File: src/shared/ppbt_pkg.sv
package ppbt_pkg;
    // ************************************************************
    // widths and depths
    // ************************************************************
    localparam int PIX_W = 24;
    localparam int AUX_W = 10;
    localparam int DID_W = 5;
    localparam int CUR_W = 2;
    localparam int VID_W = 24;
    localparam int MADDR_W = 5;
    localparam int MWORD_W = 24;
    localparam int MENTRY_W = 29;
    localparam int MRAM_DEPTH = 32;
    localparam int FIFO_DEPTH = 8;
    // ************************************************************
    // pipeline stage counts
    // ************************************************************
    localparam int FB_STAGES = 5;
    localparam int VC_STAGES = 7;
    localparam int VIN0_STAGES = 6;
    localparam int VIN1_STAGES = 7;
    localparam int VOUT0_STAGES = 6;
    localparam int VOUT1_STAGES = 5;
    // ************************************************************
    // blank timing figures, in half-rate cycles; dither width
    // ************************************************************
    localparam int BLANK_RISE_LEAD = 13;
    localparam int BLANK_VIDEO_LEAD = 14;
    localparam int BLANK_FALL_LEAD = 10;
    localparam int DITHER_W = 2;
    // ************************************************************
    // host-end sequencer states
    // ************************************************************
    typedef enum logic [1:0] {
        PPBT_ACTIVE = 2'h0,
        PPBT_FALL = 2'h1,
        PPBT_BLANK = 2'h3,
        PPBT_RISE = 2'h2
    } ppbt_seq_type;
endpackage : ppbt_pkg

File: src/shared/ppbt_if.sv
`timescale 1ns/10ps
interface ppbt_if (
    input wire logic clock,
    input wire logic rstn
);
    // framebuffer and controller data
    logic [ppbt_pkg::PIX_W-1:0] fb_pix;
    logic [ppbt_pkg::AUX_W-1:0] fb_aux;
    logic [ppbt_pkg::DID_W-1:0] vc_did;
    logic [ppbt_pkg::CUR_W-1:0] vc_cur;
    logic blank_n;
    // option board video
    logic [ppbt_pkg::VID_W-1:0] vin_ch0;
    logic [ppbt_pkg::VID_W-1:0] vin_ch1;
    logic [ppbt_pkg::VID_W-1:0] vout_ch0;
    logic [ppbt_pkg::VID_W-1:0] vout_ch1;
    // colour map
    logic [ppbt_pkg::PIX_W-1:0] cm_pix;
    logic [ppbt_pkg::AUX_W-1:0] cm_aux;
    logic [ppbt_pkg::DID_W-1:0] cm_did;
    logic [ppbt_pkg::CUR_W-1:0] cm_cur;
    logic [ppbt_pkg::VID_W-1:0] cm_vid0;
    logic [ppbt_pkg::VID_W-1:0] cm_vid1;
    logic [ppbt_pkg::PIX_W-1:0] cm_ret;
    // mode register queue
    logic mq_valid;
    logic mq_ready;
    logic [ppbt_pkg::MENTRY_W-1:0] mq_data;

    modport dev (
        input clock, rstn, fb_pix, fb_aux, vc_did, vc_cur, blank_n,
        input vin_ch0, vin_ch1, cm_ret, mq_valid, mq_data,
        output vout_ch0, vout_ch1, cm_pix, cm_aux, cm_did, cm_cur,
        output cm_vid0, cm_vid1, mq_ready
    );
    modport host (
        input clock, rstn, vout_ch0, vout_ch1, cm_pix, cm_aux, cm_did,
        input cm_cur, cm_vid0, cm_vid1, mq_ready,
        output fb_pix, fb_aux, vc_did, vc_cur, blank_n, vin_ch0, vin_ch1,
        output cm_ret, mq_valid, mq_data
    );
endinterface : ppbt_if

File: src/logic/ppbt_dev.sv
`timescale 1ns/10ps
// Summary of operation
// - framebuffer pixel, aux data delayed five stages
// - window id and cursor delayed seven stages
// - option video arrives on two quarter-rate channels
// - incoming channel 0 takes six stages
// - incoming channel 1 takes seven stages
// - board sends channel 1 one cycle early
// - returned colour to channel 0 after six
// - returned colour to channel 1 after five
// - no mode RAM writes during visible pixels
// - blank rises thirteen cycles before DAC blank
// - quarter-rate phase follows blank rising edge
// - blank rise aligned to quarter-rate clock edge
// - blank rises fourteen cycles before video needed
// - dither x resets and dither y steps on blank rise
// - blank rise offset identical every line
// - blank falls no earlier than ten before
// - long blanking preferred for write bandwidth
// - queue drains into RAM only while blanking
// - queue entry is address plus mode word
module ppbt_dev (
    // link to the far end
    ppbt_if.dev lnk,
    // user side: mode RAM readback, quarter-rate phase and dither position
    input wire logic [ppbt_pkg::MADDR_W-1:0] mode_rd_addr,
    output logic [ppbt_pkg::MWORD_W-1:0] mode_rd_data,
    output logic phase_ff,
    output logic [ppbt_pkg::DITHER_W-1:0] dith_x_ff,
    output logic [ppbt_pkg::DITHER_W-1:0] dith_y_ff
);
    localparam int FBW = ppbt_pkg::PIX_W + ppbt_pkg::AUX_W;
    localparam int VCW = ppbt_pkg::DID_W + ppbt_pkg::CUR_W;
    localparam int VW = ppbt_pkg::VID_W;

    // ************************************************************
    // generic delay line
    // ************************************************************
    logic [FBW-1:0] fb_ff [ppbt_pkg::FB_STAGES];
    logic [VCW-1:0] vc_ff [ppbt_pkg::VC_STAGES];
    logic [VW-1:0] vi0_ff [ppbt_pkg::VIN0_STAGES];
    logic [VW-1:0] vi1_ff [ppbt_pkg::VIN1_STAGES];
    logic [VW-1:0] vo0_ff [ppbt_pkg::VOUT0_STAGES];
    logic [VW-1:0] vo1_ff [ppbt_pkg::VOUT1_STAGES];

    // stage zero loads
    always_ff @(posedge lnk.clock or negedge lnk.rstn) begin
        if (!lnk.rstn) begin
            fb_ff[0] <= '0;
            vc_ff[0] <= '0;
            vi0_ff[0] <= '0;
            vi1_ff[0] <= '0;
            vo0_ff[0] <= '0;
            vo1_ff[0] <= '0;
        end else begin
            fb_ff[0] <= {lnk.fb_pix, lnk.fb_aux};
            vc_ff[0] <= {lnk.vc_did, lnk.vc_cur};
            vi0_ff[0] <= lnk.vin_ch0;
            vi1_ff[0] <= lnk.vin_ch1;
            vo0_ff[0] <= lnk.cm_ret;
            vo1_ff[0] <= lnk.cm_ret;
        end
    end

    // remaining stages of each line
    genvar g;
    generate
        // framebuffer pixel and aux stages
        for (g = 1; g < ppbt_pkg::FB_STAGES; g++) begin : g_fb
            always_ff @(posedge lnk.clock or negedge lnk.rstn) begin
                if (!lnk.rstn) begin
                    fb_ff[g] <= '0;
                end else begin
                    fb_ff[g] <= fb_ff[g-1];
                end
            end
        end
        // window id and cursor stages
        for (g = 1; g < ppbt_pkg::VC_STAGES; g++) begin : g_vc
            always_ff @(posedge lnk.clock or negedge lnk.rstn) begin
                if (!lnk.rstn) begin
                    vc_ff[g] <= '0;
                end else begin
                    vc_ff[g] <= vc_ff[g-1];
                end
            end
        end
        // incoming video channel 0 stages
        for (g = 1; g < ppbt_pkg::VIN0_STAGES; g++) begin : g_vi0
            always_ff @(posedge lnk.clock or negedge lnk.rstn) begin
                if (!lnk.rstn) begin
                    vi0_ff[g] <= '0;
                end else begin
                    vi0_ff[g] <= vi0_ff[g-1];
                end
            end
        end
        // incoming video channel 1 stages, one longer
        for (g = 1; g < ppbt_pkg::VIN1_STAGES; g++) begin : g_vi1
            always_ff @(posedge lnk.clock or negedge lnk.rstn) begin
                if (!lnk.rstn) begin
                    vi1_ff[g] <= '0;
                end else begin
                    vi1_ff[g] <= vi1_ff[g-1];
                end
            end
        end
        // returned colour to channel 0
        for (g = 1; g < ppbt_pkg::VOUT0_STAGES; g++) begin : g_vo0
            always_ff @(posedge lnk.clock or negedge lnk.rstn) begin
                if (!lnk.rstn) begin
                    vo0_ff[g] <= '0;
                end else begin
                    vo0_ff[g] <= vo0_ff[g-1];
                end
            end
        end
        // returned colour to channel 1, one shorter
        for (g = 1; g < ppbt_pkg::VOUT1_STAGES; g++) begin : g_vo1
            always_ff @(posedge lnk.clock or negedge lnk.rstn) begin
                if (!lnk.rstn) begin
                    vo1_ff[g] <= '0;
                end else begin
                    vo1_ff[g] <= vo1_ff[g-1];
                end
            end
        end
    endgenerate

    // ************************************************************
    // outputs from final stages
    // ************************************************************
    assign {lnk.cm_pix, lnk.cm_aux} = fb_ff[ppbt_pkg::FB_STAGES-1];
    assign {lnk.cm_did, lnk.cm_cur} = vc_ff[ppbt_pkg::VC_STAGES-1];
    assign lnk.cm_vid0 = vi0_ff[ppbt_pkg::VIN0_STAGES-1];
    assign lnk.cm_vid1 = vi1_ff[ppbt_pkg::VIN1_STAGES-1];
    assign lnk.vout_ch0 = vo0_ff[ppbt_pkg::VOUT0_STAGES-1];
    assign lnk.vout_ch1 = vo1_ff[ppbt_pkg::VOUT1_STAGES-1];

    // ************************************************************
    // blank edge, quarter-rate phase, dither
    // ************************************************************
    logic blank_d_ff;
    logic blank_rise;
    assign blank_rise = lnk.blank_n && !blank_d_ff;

    // previous blank level
    always_ff @(posedge lnk.clock or negedge lnk.rstn) begin
        if (!lnk.rstn) blank_d_ff <= 1'b0;
        else blank_d_ff <= lnk.blank_n;
    end

    // quarter-rate phase, high in the cycle after a blank rise
    always_ff @(posedge lnk.clock or negedge lnk.rstn) begin
        if (!lnk.rstn) phase_ff <= 1'b0;
        else if (blank_rise) phase_ff <= 1'b1;
        else phase_ff <= !phase_ff;
    end

    // dither position: x steps in active time, y steps per line
    always_ff @(posedge lnk.clock or negedge lnk.rstn) begin
        if (!lnk.rstn) begin
            dith_x_ff <= '0;
            dith_y_ff <= '0;
        end else if (blank_rise) begin
            dith_x_ff <= '0;
            dith_y_ff <= dith_y_ff + 1'b1;
        end else if (lnk.blank_n) begin
            dith_x_ff <= dith_x_ff + 1'b1;
        end
    end

    // ************************************************************
    // mode register queue and RAM
    // ************************************************************
    logic q_valid;
    logic [ppbt_pkg::MENTRY_W-1:0] q_data;
    logic q_pop;
    logic [ppbt_pkg::MWORD_W-1:0] mram [ppbt_pkg::MRAM_DEPTH];

    // drain only during blanking (low level)
    assign q_pop = !lnk.blank_n;

    ppbt_fifo #(
        .WIDTH(ppbt_pkg::MENTRY_W),
        .DEPTH(ppbt_pkg::FIFO_DEPTH)
    ) u_mq (
        .clock(lnk.clock),
        .rstn(lnk.rstn),
        .in_valid(lnk.mq_valid),
        .in_ready(lnk.mq_ready),
        .in_data(lnk.mq_data),
        .out_valid(q_valid),
        .out_ready(q_pop),
        .out_data(q_data)
    );

    // RAM write: address in top five bits, word below
    always_ff @(posedge lnk.clock) begin
        if (q_valid && q_pop) begin
            mram[q_data[ppbt_pkg::MENTRY_W-1 -: ppbt_pkg::MADDR_W]] <=
                q_data[ppbt_pkg::MWORD_W-1:0];
        end
    end

    // registered readback
    always_ff @(posedge lnk.clock or negedge lnk.rstn) begin
        if (!lnk.rstn) mode_rd_data <= '0;
        else mode_rd_data <= mram[mode_rd_addr];
    end
endmodule : ppbt_dev

File: src/logic/ppbt_fifo.sv
`timescale 1ns/10ps
module ppbt_fifo #(
    parameter int WIDTH = 29,
    parameter int DEPTH = 8
) (
    // clock and reset
    input wire logic clock,
    input wire logic rstn,
    // fill side
    input wire logic in_valid,
    output logic in_ready,
    input wire logic [WIDTH-1:0] in_data,
    // drain side
    output logic out_valid,
    input wire logic out_ready,
    output logic [WIDTH-1:0] out_data
);
    localparam int AW = $clog2(DEPTH);
    logic [WIDTH-1:0] mem [DEPTH];
    logic [AW-1:0] wr_ff;
    logic [AW-1:0] rd_ff;
    logic [AW:0] cnt_ff;
    logic [AW:0] nxt_cnt;
    logic push;
    logic pop;

    // handshake terms
    assign out_valid = (cnt_ff != '0);
    assign out_data = mem[rd_ff];
    assign push = in_valid && in_ready;
    assign pop = out_valid && out_ready;
    assign nxt_cnt = cnt_ff + (AW+1)'(push) - (AW+1)'(pop);

    // storage write
    always_ff @(posedge clock) begin
        if (push) begin
            mem[wr_ff] <= in_data;
        end
    end

    // pointers and count
    always_ff @(posedge clock or negedge rstn) begin
        if (!rstn) begin
            wr_ff <= '0;
            rd_ff <= '0;
            cnt_ff <= '0;
            in_ready <= 1'b1;
        end else begin
            if (push) begin
                wr_ff <= (wr_ff == AW'(DEPTH-1)) ? '0 : wr_ff + 1'b1;
            end
            if (pop) begin
                rd_ff <= (rd_ff == AW'(DEPTH-1)) ? '0 : rd_ff + 1'b1;
            end
            cnt_ff <= nxt_cnt;
            // ready held in a flop so the pin leaves the block registered
            in_ready <= (nxt_cnt != (AW+1)'(DEPTH));
        end
    end
endmodule : ppbt_fifo

File: src/flat_wrapper.sv
// flat-port wrapper written by rule: the top's interface ports become plain ports
module ppbt_dev_flat 
  (mode_rd_addr, mode_rd_data, phase_ff, dith_x_ff, dith_y_ff, clock, rstn, lnk_fb_pix, lnk_fb_aux, lnk_vc_did, lnk_vc_cur, lnk_blank_n, lnk_vin_ch0, lnk_vin_ch1, lnk_cm_ret, lnk_mq_valid, lnk_mq_data, lnk_vout_ch0, lnk_vout_ch1, lnk_cm_pix, lnk_cm_aux, lnk_cm_did, lnk_cm_cur, lnk_cm_vid0, lnk_cm_vid1, lnk_mq_ready);
  ppbt_if lnk_i (.clock(clock), .rstn(rstn));
  input wire logic [ppbt_pkg::MADDR_W-1:0] mode_rd_addr;
  output logic [ppbt_pkg::MWORD_W-1:0] mode_rd_data;
  output logic phase_ff;
  output logic [ppbt_pkg::DITHER_W-1:0] dith_x_ff;
  output logic [ppbt_pkg::DITHER_W-1:0] dith_y_ff;
  input wire logic clock;
  input wire logic rstn;
  input wire logic [$bits(lnk_i.fb_pix)-1:0] lnk_fb_pix;
  input wire logic [$bits(lnk_i.fb_aux)-1:0] lnk_fb_aux;
  input wire logic [$bits(lnk_i.vc_did)-1:0] lnk_vc_did;
  input wire logic [$bits(lnk_i.vc_cur)-1:0] lnk_vc_cur;
  input wire logic [$bits(lnk_i.blank_n)-1:0] lnk_blank_n;
  input wire logic [$bits(lnk_i.vin_ch0)-1:0] lnk_vin_ch0;
  input wire logic [$bits(lnk_i.vin_ch1)-1:0] lnk_vin_ch1;
  input wire logic [$bits(lnk_i.cm_ret)-1:0] lnk_cm_ret;
  input wire logic [$bits(lnk_i.mq_valid)-1:0] lnk_mq_valid;
  input wire logic [$bits(lnk_i.mq_data)-1:0] lnk_mq_data;
  output wire logic [$bits(lnk_i.vout_ch0)-1:0] lnk_vout_ch0;
  output wire logic [$bits(lnk_i.vout_ch1)-1:0] lnk_vout_ch1;
  output wire logic [$bits(lnk_i.cm_pix)-1:0] lnk_cm_pix;
  output wire logic [$bits(lnk_i.cm_aux)-1:0] lnk_cm_aux;
  output wire logic [$bits(lnk_i.cm_did)-1:0] lnk_cm_did;
  output wire logic [$bits(lnk_i.cm_cur)-1:0] lnk_cm_cur;
  output wire logic [$bits(lnk_i.cm_vid0)-1:0] lnk_cm_vid0;
  output wire logic [$bits(lnk_i.cm_vid1)-1:0] lnk_cm_vid1;
  output wire logic [$bits(lnk_i.mq_ready)-1:0] lnk_mq_ready;
  assign lnk_i.fb_pix = lnk_fb_pix;
  assign lnk_i.fb_aux = lnk_fb_aux;
  assign lnk_i.vc_did = lnk_vc_did;
  assign lnk_i.vc_cur = lnk_vc_cur;
  assign lnk_i.blank_n = lnk_blank_n;
  assign lnk_i.vin_ch0 = lnk_vin_ch0;
  assign lnk_i.vin_ch1 = lnk_vin_ch1;
  assign lnk_i.cm_ret = lnk_cm_ret;
  assign lnk_i.mq_valid = lnk_mq_valid;
  assign lnk_i.mq_data = lnk_mq_data;
  assign lnk_vout_ch0 = lnk_i.vout_ch0;
  assign lnk_vout_ch1 = lnk_i.vout_ch1;
  assign lnk_cm_pix = lnk_i.cm_pix;
  assign lnk_cm_aux = lnk_i.cm_aux;
  assign lnk_cm_did = lnk_i.cm_did;
  assign lnk_cm_cur = lnk_i.cm_cur;
  assign lnk_cm_vid0 = lnk_i.cm_vid0;
  assign lnk_cm_vid1 = lnk_i.cm_vid1;
  assign lnk_mq_ready = lnk_i.mq_ready;
  ppbt_dev u_core (.lnk(lnk_i), .mode_rd_addr(mode_rd_addr), .mode_rd_data(mode_rd_data), .phase_ff(phase_ff), .dith_x_ff(dith_x_ff), .dith_y_ff(dith_y_ff));
endmodule
File: config.mk
export PLATFORM = sky130hd
export DESIGN_NAME = ppbt_dev_flat
export DESIGN_NICKNAME = d
export VERILOG_FILES = /design/src/shared/ppbt_pkg.sv /design/src/shared/ppbt_if.sv /design/src/logic/ppbt_dev.sv /design/src/logic/ppbt_fifo.sv /design/src/flat_wrapper.sv
export SDC_FILE = /design/constraint.sdc
export NUM_CORES = 1
export LEC_CHECK = 0
export BUFFER_PORTS_ARGS = -buffer_cell sky130_fd_sc_hd__buf_2
export CELL_PAD_IN_SITES_DETAIL_PLACEMENT = 1
export CELL_PAD_IN_SITES_GLOBAL_PLACEMENT = 2
export CORE_ASPECT_RATIO = 0.7
export CORE_UTILIZATION = 30
export DETAILED_ROUTE_END_ITERATION = 10
export MAX_ROUTING_LAYER = met4
export PLACE_DENSITY = 0.64
export RECOVER_POWER = 100
export SLEW_MARGIN = 20
export SYNTH_ARGS = -nofsm -noshare
export SYNTH_HDL_FRONTEND = slang
export SYNTH_SLANG_ARGS = --single-unit
File: constraint.sdc
create_clock -name clock -period 3.4 [get_ports clock]
set_input_delay 0.68 -clock clock [delete_from_list [all_inputs] [get_ports clock]]
set_output_delay 0.68 -clock clock [all_outputs]
set_load 0.05 [all_outputs]
# ---- Yosys cells after proc, flatten, opt, wreduce, memory -nomap -nowiden
# Memories as Yosys holds them, arrays and structs flattened. A register that Yosys moved wholly into a read port is not among the register bits.
# Index checks and enable logic that the tools add are counted.
dict set report word_totals {
  mem_count 2
  out_inout_bits 167
  elab_cells 68
  input_bits 151
  ram_bits 1000
  reg_bits 692
}
dict set report classes {
  mux 9
  addsub 6
  eq_ne 3
  n_reduce_logical 9
}
# memory depth width rd rd_clocked_by_memory_dff write_ports line_no
set memory_table {}
lappend memory_table {u_core.mram 32 24 1 1 1 ppbt_dev.sv:179} ;# logic [ppbt_pkg::MWORD_W-1:0] mram [ppbt_pkg::MRAM_DEPTH];
lappend memory_table {u_core.u_mq.mem 8 29 1 0 1 ppbt_fifo.sv:19} ;# logic [WIDTH-1:0] mem [DEPTH];
# operator count
set op_table {}
lappend op_table {{3-bit by 1-bit adder with 3-bit output (second input constant)} 2}
lappend op_table {{3-bit == test (second input constant)} 2}
lappend op_table {{3-bit two-way mux} 2}
lappend op_table {{1-bit two-way mux} 5}
lappend op_table {{2-bit by 1-bit adder with 2-bit output (second input constant)} 2}
lappend op_table {{4-bit by 1-bit adder with 4-bit output} 1}
lappend op_table {{1-bit zero test} 4}
lappend op_table {{2-bit two-way mux} 2}
lappend op_table {{4-bit inequality test (second input constant)} 1}
lappend op_table {{4-bit nonzero test} 1}
lappend op_table {{4-bit by 1-bit subtractor with 4-bit output} 1}
lappend op_table {{1-bit logical AND} 3}
lappend op_table {{2-bit nonzero test} 1}

# ---- Depth between registers and ports, before layout
dict set report logic_depth {
  ltp_word 4
  depth_mapped 11
  mapped_depth_nobuf 11
}

# ---- Cells and area by module
# Synthesis repeated with hierarchy kept, for this count alone.
dict set report hier_totals {
  hier_cells 2941
  hier_area_um2 58143.3
}
# module seq_area_each_um2 instances area_each_um2 cells_each
set modules_own_cells {}
lappend modules_own_cells {ppbt_dev 40704.0 1 48755.5 2543}
lappend modules_own_cells {ppbt_fifo 7243.2 1 9387.8 398}

# ---- Worst setup path before layout
# OpenSTA, ideal clock, no wires.
dict set report synth_path {
  path_kind {reg-to-reg}
  startpoint {register u_core.u_mq.in_ready}
  endpoint {memory u_core.u_mq.mem[0][0] (enable)}
  t_arrival_ps 3208
  required_time_ps 2949
  synth_period_minus_slack_ps 3659
  setup_slack_ps -259
  setup_time_ps 451
  path_stages_with_launch 4
  path_buffers 0
  cell_sequence {dfstp_2 > nand2_1 > or2_2 > nor3_1}
}
dict set report synth_via {
  elab_chain_cells 3
}
# item line_no
set synth_rtl {}
lappend synth_rtl {{start: declaration} ppbt_fifo.sv:11} ;# output logic in_ready,
lappend synth_rtl {{start signal: assignment} ppbt_fifo.sv:57} ;# in_ready <= (nxt_cnt != (AW+1)'(DEPTH));
lappend synth_rtl {{1-bit logical AND} ppbt_fifo.sv:30} ;# assign push = in_valid && in_ready;
lappend synth_rtl {{1-bit two-way mux} ppbt_fifo.sv:36} ;# if (push) begin
lappend synth_rtl {{1-bit two-way mux (implied by the code)} ppbt_fifo.sv:37} ;# mem[wr_ff] <= in_data;
lappend synth_rtl {{end: declaration} ppbt_fifo.sv:19}
# Every way passes these cells.

# ---- Worst setup path after layout
dict set report layout_path {
  startpoint {register u_core.u_mq.rd_ff[0]}
  endpoint {memory u_core.mram[26][7] (netlist name) (enable)}
}
dict set report layout_via {
  elab_chain_cells 1
}
# item line_no
set layout_rtl {}
lappend layout_rtl {{start: declaration} ppbt_fifo.sv:21} ;# logic [AW-1:0] rd_ff;
lappend layout_rtl {{start signal: assignment} ppbt_fifo.sv:53} ;# rd_ff <= (rd_ff == AW'(DEPTH-1)) ? '0 : rd_ff + 1'b1;
lappend layout_rtl {{memory 8 x 29 bit} n/a}
lappend layout_rtl {{end: declaration} ppbt_dev.sv:179}
# Every way passes these cells.

==> metrics.csv <==
stage,metric,value,unit
logic_synthesis,synth.area.mux_share,0.09540,
critical_path,worstSetupStartpointType,register,
run,max-cap-violations,1,
timing,setup_slack,0.2683,ns
logic_synthesis,synthArstFlopShare,0.4172,
logic_synthesis,synth.largest_area_cell,edfxtp_1,
timing,drv_slew,75,
critical_path,critPathKind,reg2reg,
critical_path,crit_arrival,3.52,ns
finish,fin_cells,6152,
finish,syn_to_final_growth,18.92,%
die,ios,318,
placement,place_congestion,0.7400,
timing,hold_viol,0,
placement,portBuffers,317,
finish,utilization,0.3602,
finish,fin_nets,3586,
finish,nFillCells,18980,
critical_path,crit_required,3.79,ns
logic_synthesis,synth_edf_count,1000,
critical_path,cp_cell_sequence,mux4_1 > nor3b_1 > a31oi_2 > nor2_4 > clkbuf_4,
power_and_ir_drop,p_leak,25.69,nW
drt,drt_iter0_markers,1943,
logic_synthesis,synthesis.instances,2955,
timing,slew-limit-headroom,-0.5039,
logic_synthesis,synth_top_area_share,0.5182,
hold_path,hold_class,in2reg,
timing,finalSetupTns,0,ns
timing,max_freq,319.3,MHz
logic_synthesis,synthMostInstantiatedCell,edfxtp_1,
timing,fin_crit,3.132,ns
logic_synthesis,synth_compound_area_frac,0.02708,
logic_synthesis,synthTopCellsByCount,"edfxtp_1, dfrtp_1, mux2i_1, buf_4, nand2_1",
cts,cts.clk_slew.worst_paths,0.06,ns
drt,finalWirelength,135.1,mm
logic_synthesis,syn_nets,3116,
cts,cts_tree,done,
global_route,grt_pass1_vias,29170,
status,violations,"capacitance limit, slew limit",
drt,ant_nets,0,
critical_path,cp_num_buf_inv,1,
critical_path,crit_fanout,24,
power_and_ir_drop,power.density,784.0,nW/µm²
placement,placed_cells,5730,
global_route,track_usage,0.1441,
logic_synthesis,synth_top_family_by_area,multiplexers,
logic_synthesis,ys_top_cells_by_area,"edfxtp_1, dfrtp_1, mux2i_1, mux4_2, buf_4",
timing,min_period_over_period,0.9211,
logic_synthesis,ys_ff_latch,1716,
logic_synthesis,synthSimpleGateAreaFrac,0.01984,
timing,finalClockSkew,0.03370,ns
critical_path,path_delay_family,compound AO/OA/AOI/OAI gates,
timing,finalSetupViolations,0,
critical_path,crit_slowest_cell,a31oi_2,
logic_synthesis,yosys.cell_types.count,38,
logic_synthesis,synth_xor_area_frac,0.0006046,
drt,vias,27060,
logic_synthesis,netlist_area,57940,µm²
timing,tightest_slew,2.256,ns
power_and_ir_drop,ir_drop,0.4640,mV
logic_synthesis,yosysWarnings,0,
critical_path,end_kind,register,
status,status,"finished, violations left",
logic_synthesis,yosysSeqAreaShare,0.8275,
die,die_w,527.3,µm
cts,ctsHtreeMaxLevel,4,
power_and_ir_drop,finalPower,54.02,mW
drt,drc_errors,0,
timing,grt_setup_unrepaired,false,
placement,dp_hpwl,82.54,mm
cts,root_buffer,clkbuf_16,
logic_synthesis,synthAdderAreaFrac,0.002289,
die,std_cell_rows,134,
die,initial_core_util,0.3029,
cts,clock-sinks,1716,
die,die_area,194900,µm²
critical_path,max_stage_delay,0.77,ns
global_route,gr-total-overflow,0,
global_route,antenna_found_initial,20,
cts,cts_buffers,163,
global_route,grt_pass1_wl,200.0,mm
placement,pre_cts_slack,0.3224,ns
die,die_y,369.7,µm
global_route,grt_start_max_net_pins,82,
logic_synthesis,dominantRegCellSynth,edfxtp_1,
finish,drive_gt1_frac,0.1597,
drt,dr.pass1.iters,5,
cts,clk_path_buf_depth,3,
cts,clkLatencyLatePin,0.79,ns
drt,drt-wirelength-per-cell,21.97,µm
die,core,191300,µm²
logic_synthesis,synth_area_per_cell,19.61,µm²
drt,vias_per_cell,4.399,
path summary, 6_finish.rpt:
path                                      start                endpoint  slack [ns]  cells past startpoint
min in group asynchronous                  rstn        u_core.fb_ff[57]        1.14                      2
max                        u_core.u_mq.rd_ff[0]      u_core.mram[26][7]        0.27                      5
max reg2reg                u_core.u_mq.rd_ff[0]      u_core.mram[26][7]        0.27                      5
min reg2reg                   u_core.vi1_ff[47]  u_core.lnk.cm_vid1[23]        0.33                      0
min                              lnk_mq_data[0]   u_core.u_mq.mem[5][0]        0.26                      1
max in group asynchronous                  rstn        u_core.fb_ff[62]        0.54                      4
report_power, final:
| group | switching (mW) | internal (mW) |
|---|---|---|
| clock | 7.80 | 10.7 |
| sequential | 0.589 | 26.6 |
| combinational | 6.39 | 1.95 |
| total | 14.8 | 39.2 |
sequential cells by signal, summed over array words and instances (netlist names), 42 cells and up:
register and flops:
u_core.u_mq.mem 232, u_core.vi0_ff 120, u_core.vi1_ff 144, u_core.vo1_ff 48, u_core.fb_ff 136, u_core.vo0_ff 48, u_core.mram 768, u_core.vc_ff 42
metal layers:
| layer | vias to the layer above | part of all wire | GRT usage |
|---|---|---|---|
| met2 | 523 | 0.46 | 0.2150 |
| met4 | 0 | 0.020 | 0.03519 |
| li1 | 11900 | - | - |
| met3 | 211 | 0.051 | 0.03179 |
| met1 | 14430 | 0.47 | 0.1997 |
| met5 | - | 0 | - |
placed cells by master (no fill, tap or decap), drive strengths merged, types with 48 or more instances in the layout:
| master | instances |
|---|---|
| dlygate4sd3 | 114 |
| dfrtp | 715 |
| mux4 | 56 |
| clkinv | 51 |
| a22o | 48 |
| clkbuf | 488 |
| a22oi | 73 |
| nand2 | 89 |
| edfxtp | 1000 |
| buf | 170 |
| nand3 | 75 |
| a21oi | 73 |
| mux2i | 391 |
area by class of cell:
cell class                 count  area [µm²]  area share
tap                         2584        3233     0.04692
clock inverter                81       934.6     0.01356
sequential                  1716       47950      0.6959
multi-input combinational    976        8602      0.1248
clock buffer                 215        4529     0.06573
antenna                       12       30.03   0.0004358
timing repair buffer         557        3581     0.05197
inverter                      11       41.29   0.0005992
repair_timing:
action                    CTS  global route
buffers inserted            0             0
hold buffers              114             0
hold endpoints to repair  177             0
resized for setup           0             0
through the flow:
step                      hold slack, ns  instance area, µm²
after floorplan                   0.3312               57950
after global routing              0.2197               68900
final                             0.2593               68900
after CTS                        0.09500               69630
after detailed placement          0.3355               63020
after global placement            0.3312               63020
logic make-up (layout without fill, tap and decap cells):
| family | after synthesis | count (layout) |
|---|---|---|
| and+or+nand+nor | 256 | 256 |
| AOI/OAI and AO/OA | 229 | 229 |
| buffers and inverters | 263 | 864 |
| adders and majority gates | 10 | 10 |
| muxes | 477 | 477 |
| other | 0 | 12 |
| xor gates and xnor gates | 4 | 4 |
| DFF | 1716 | 1716 |
Power figures use the tool's default switching activity.
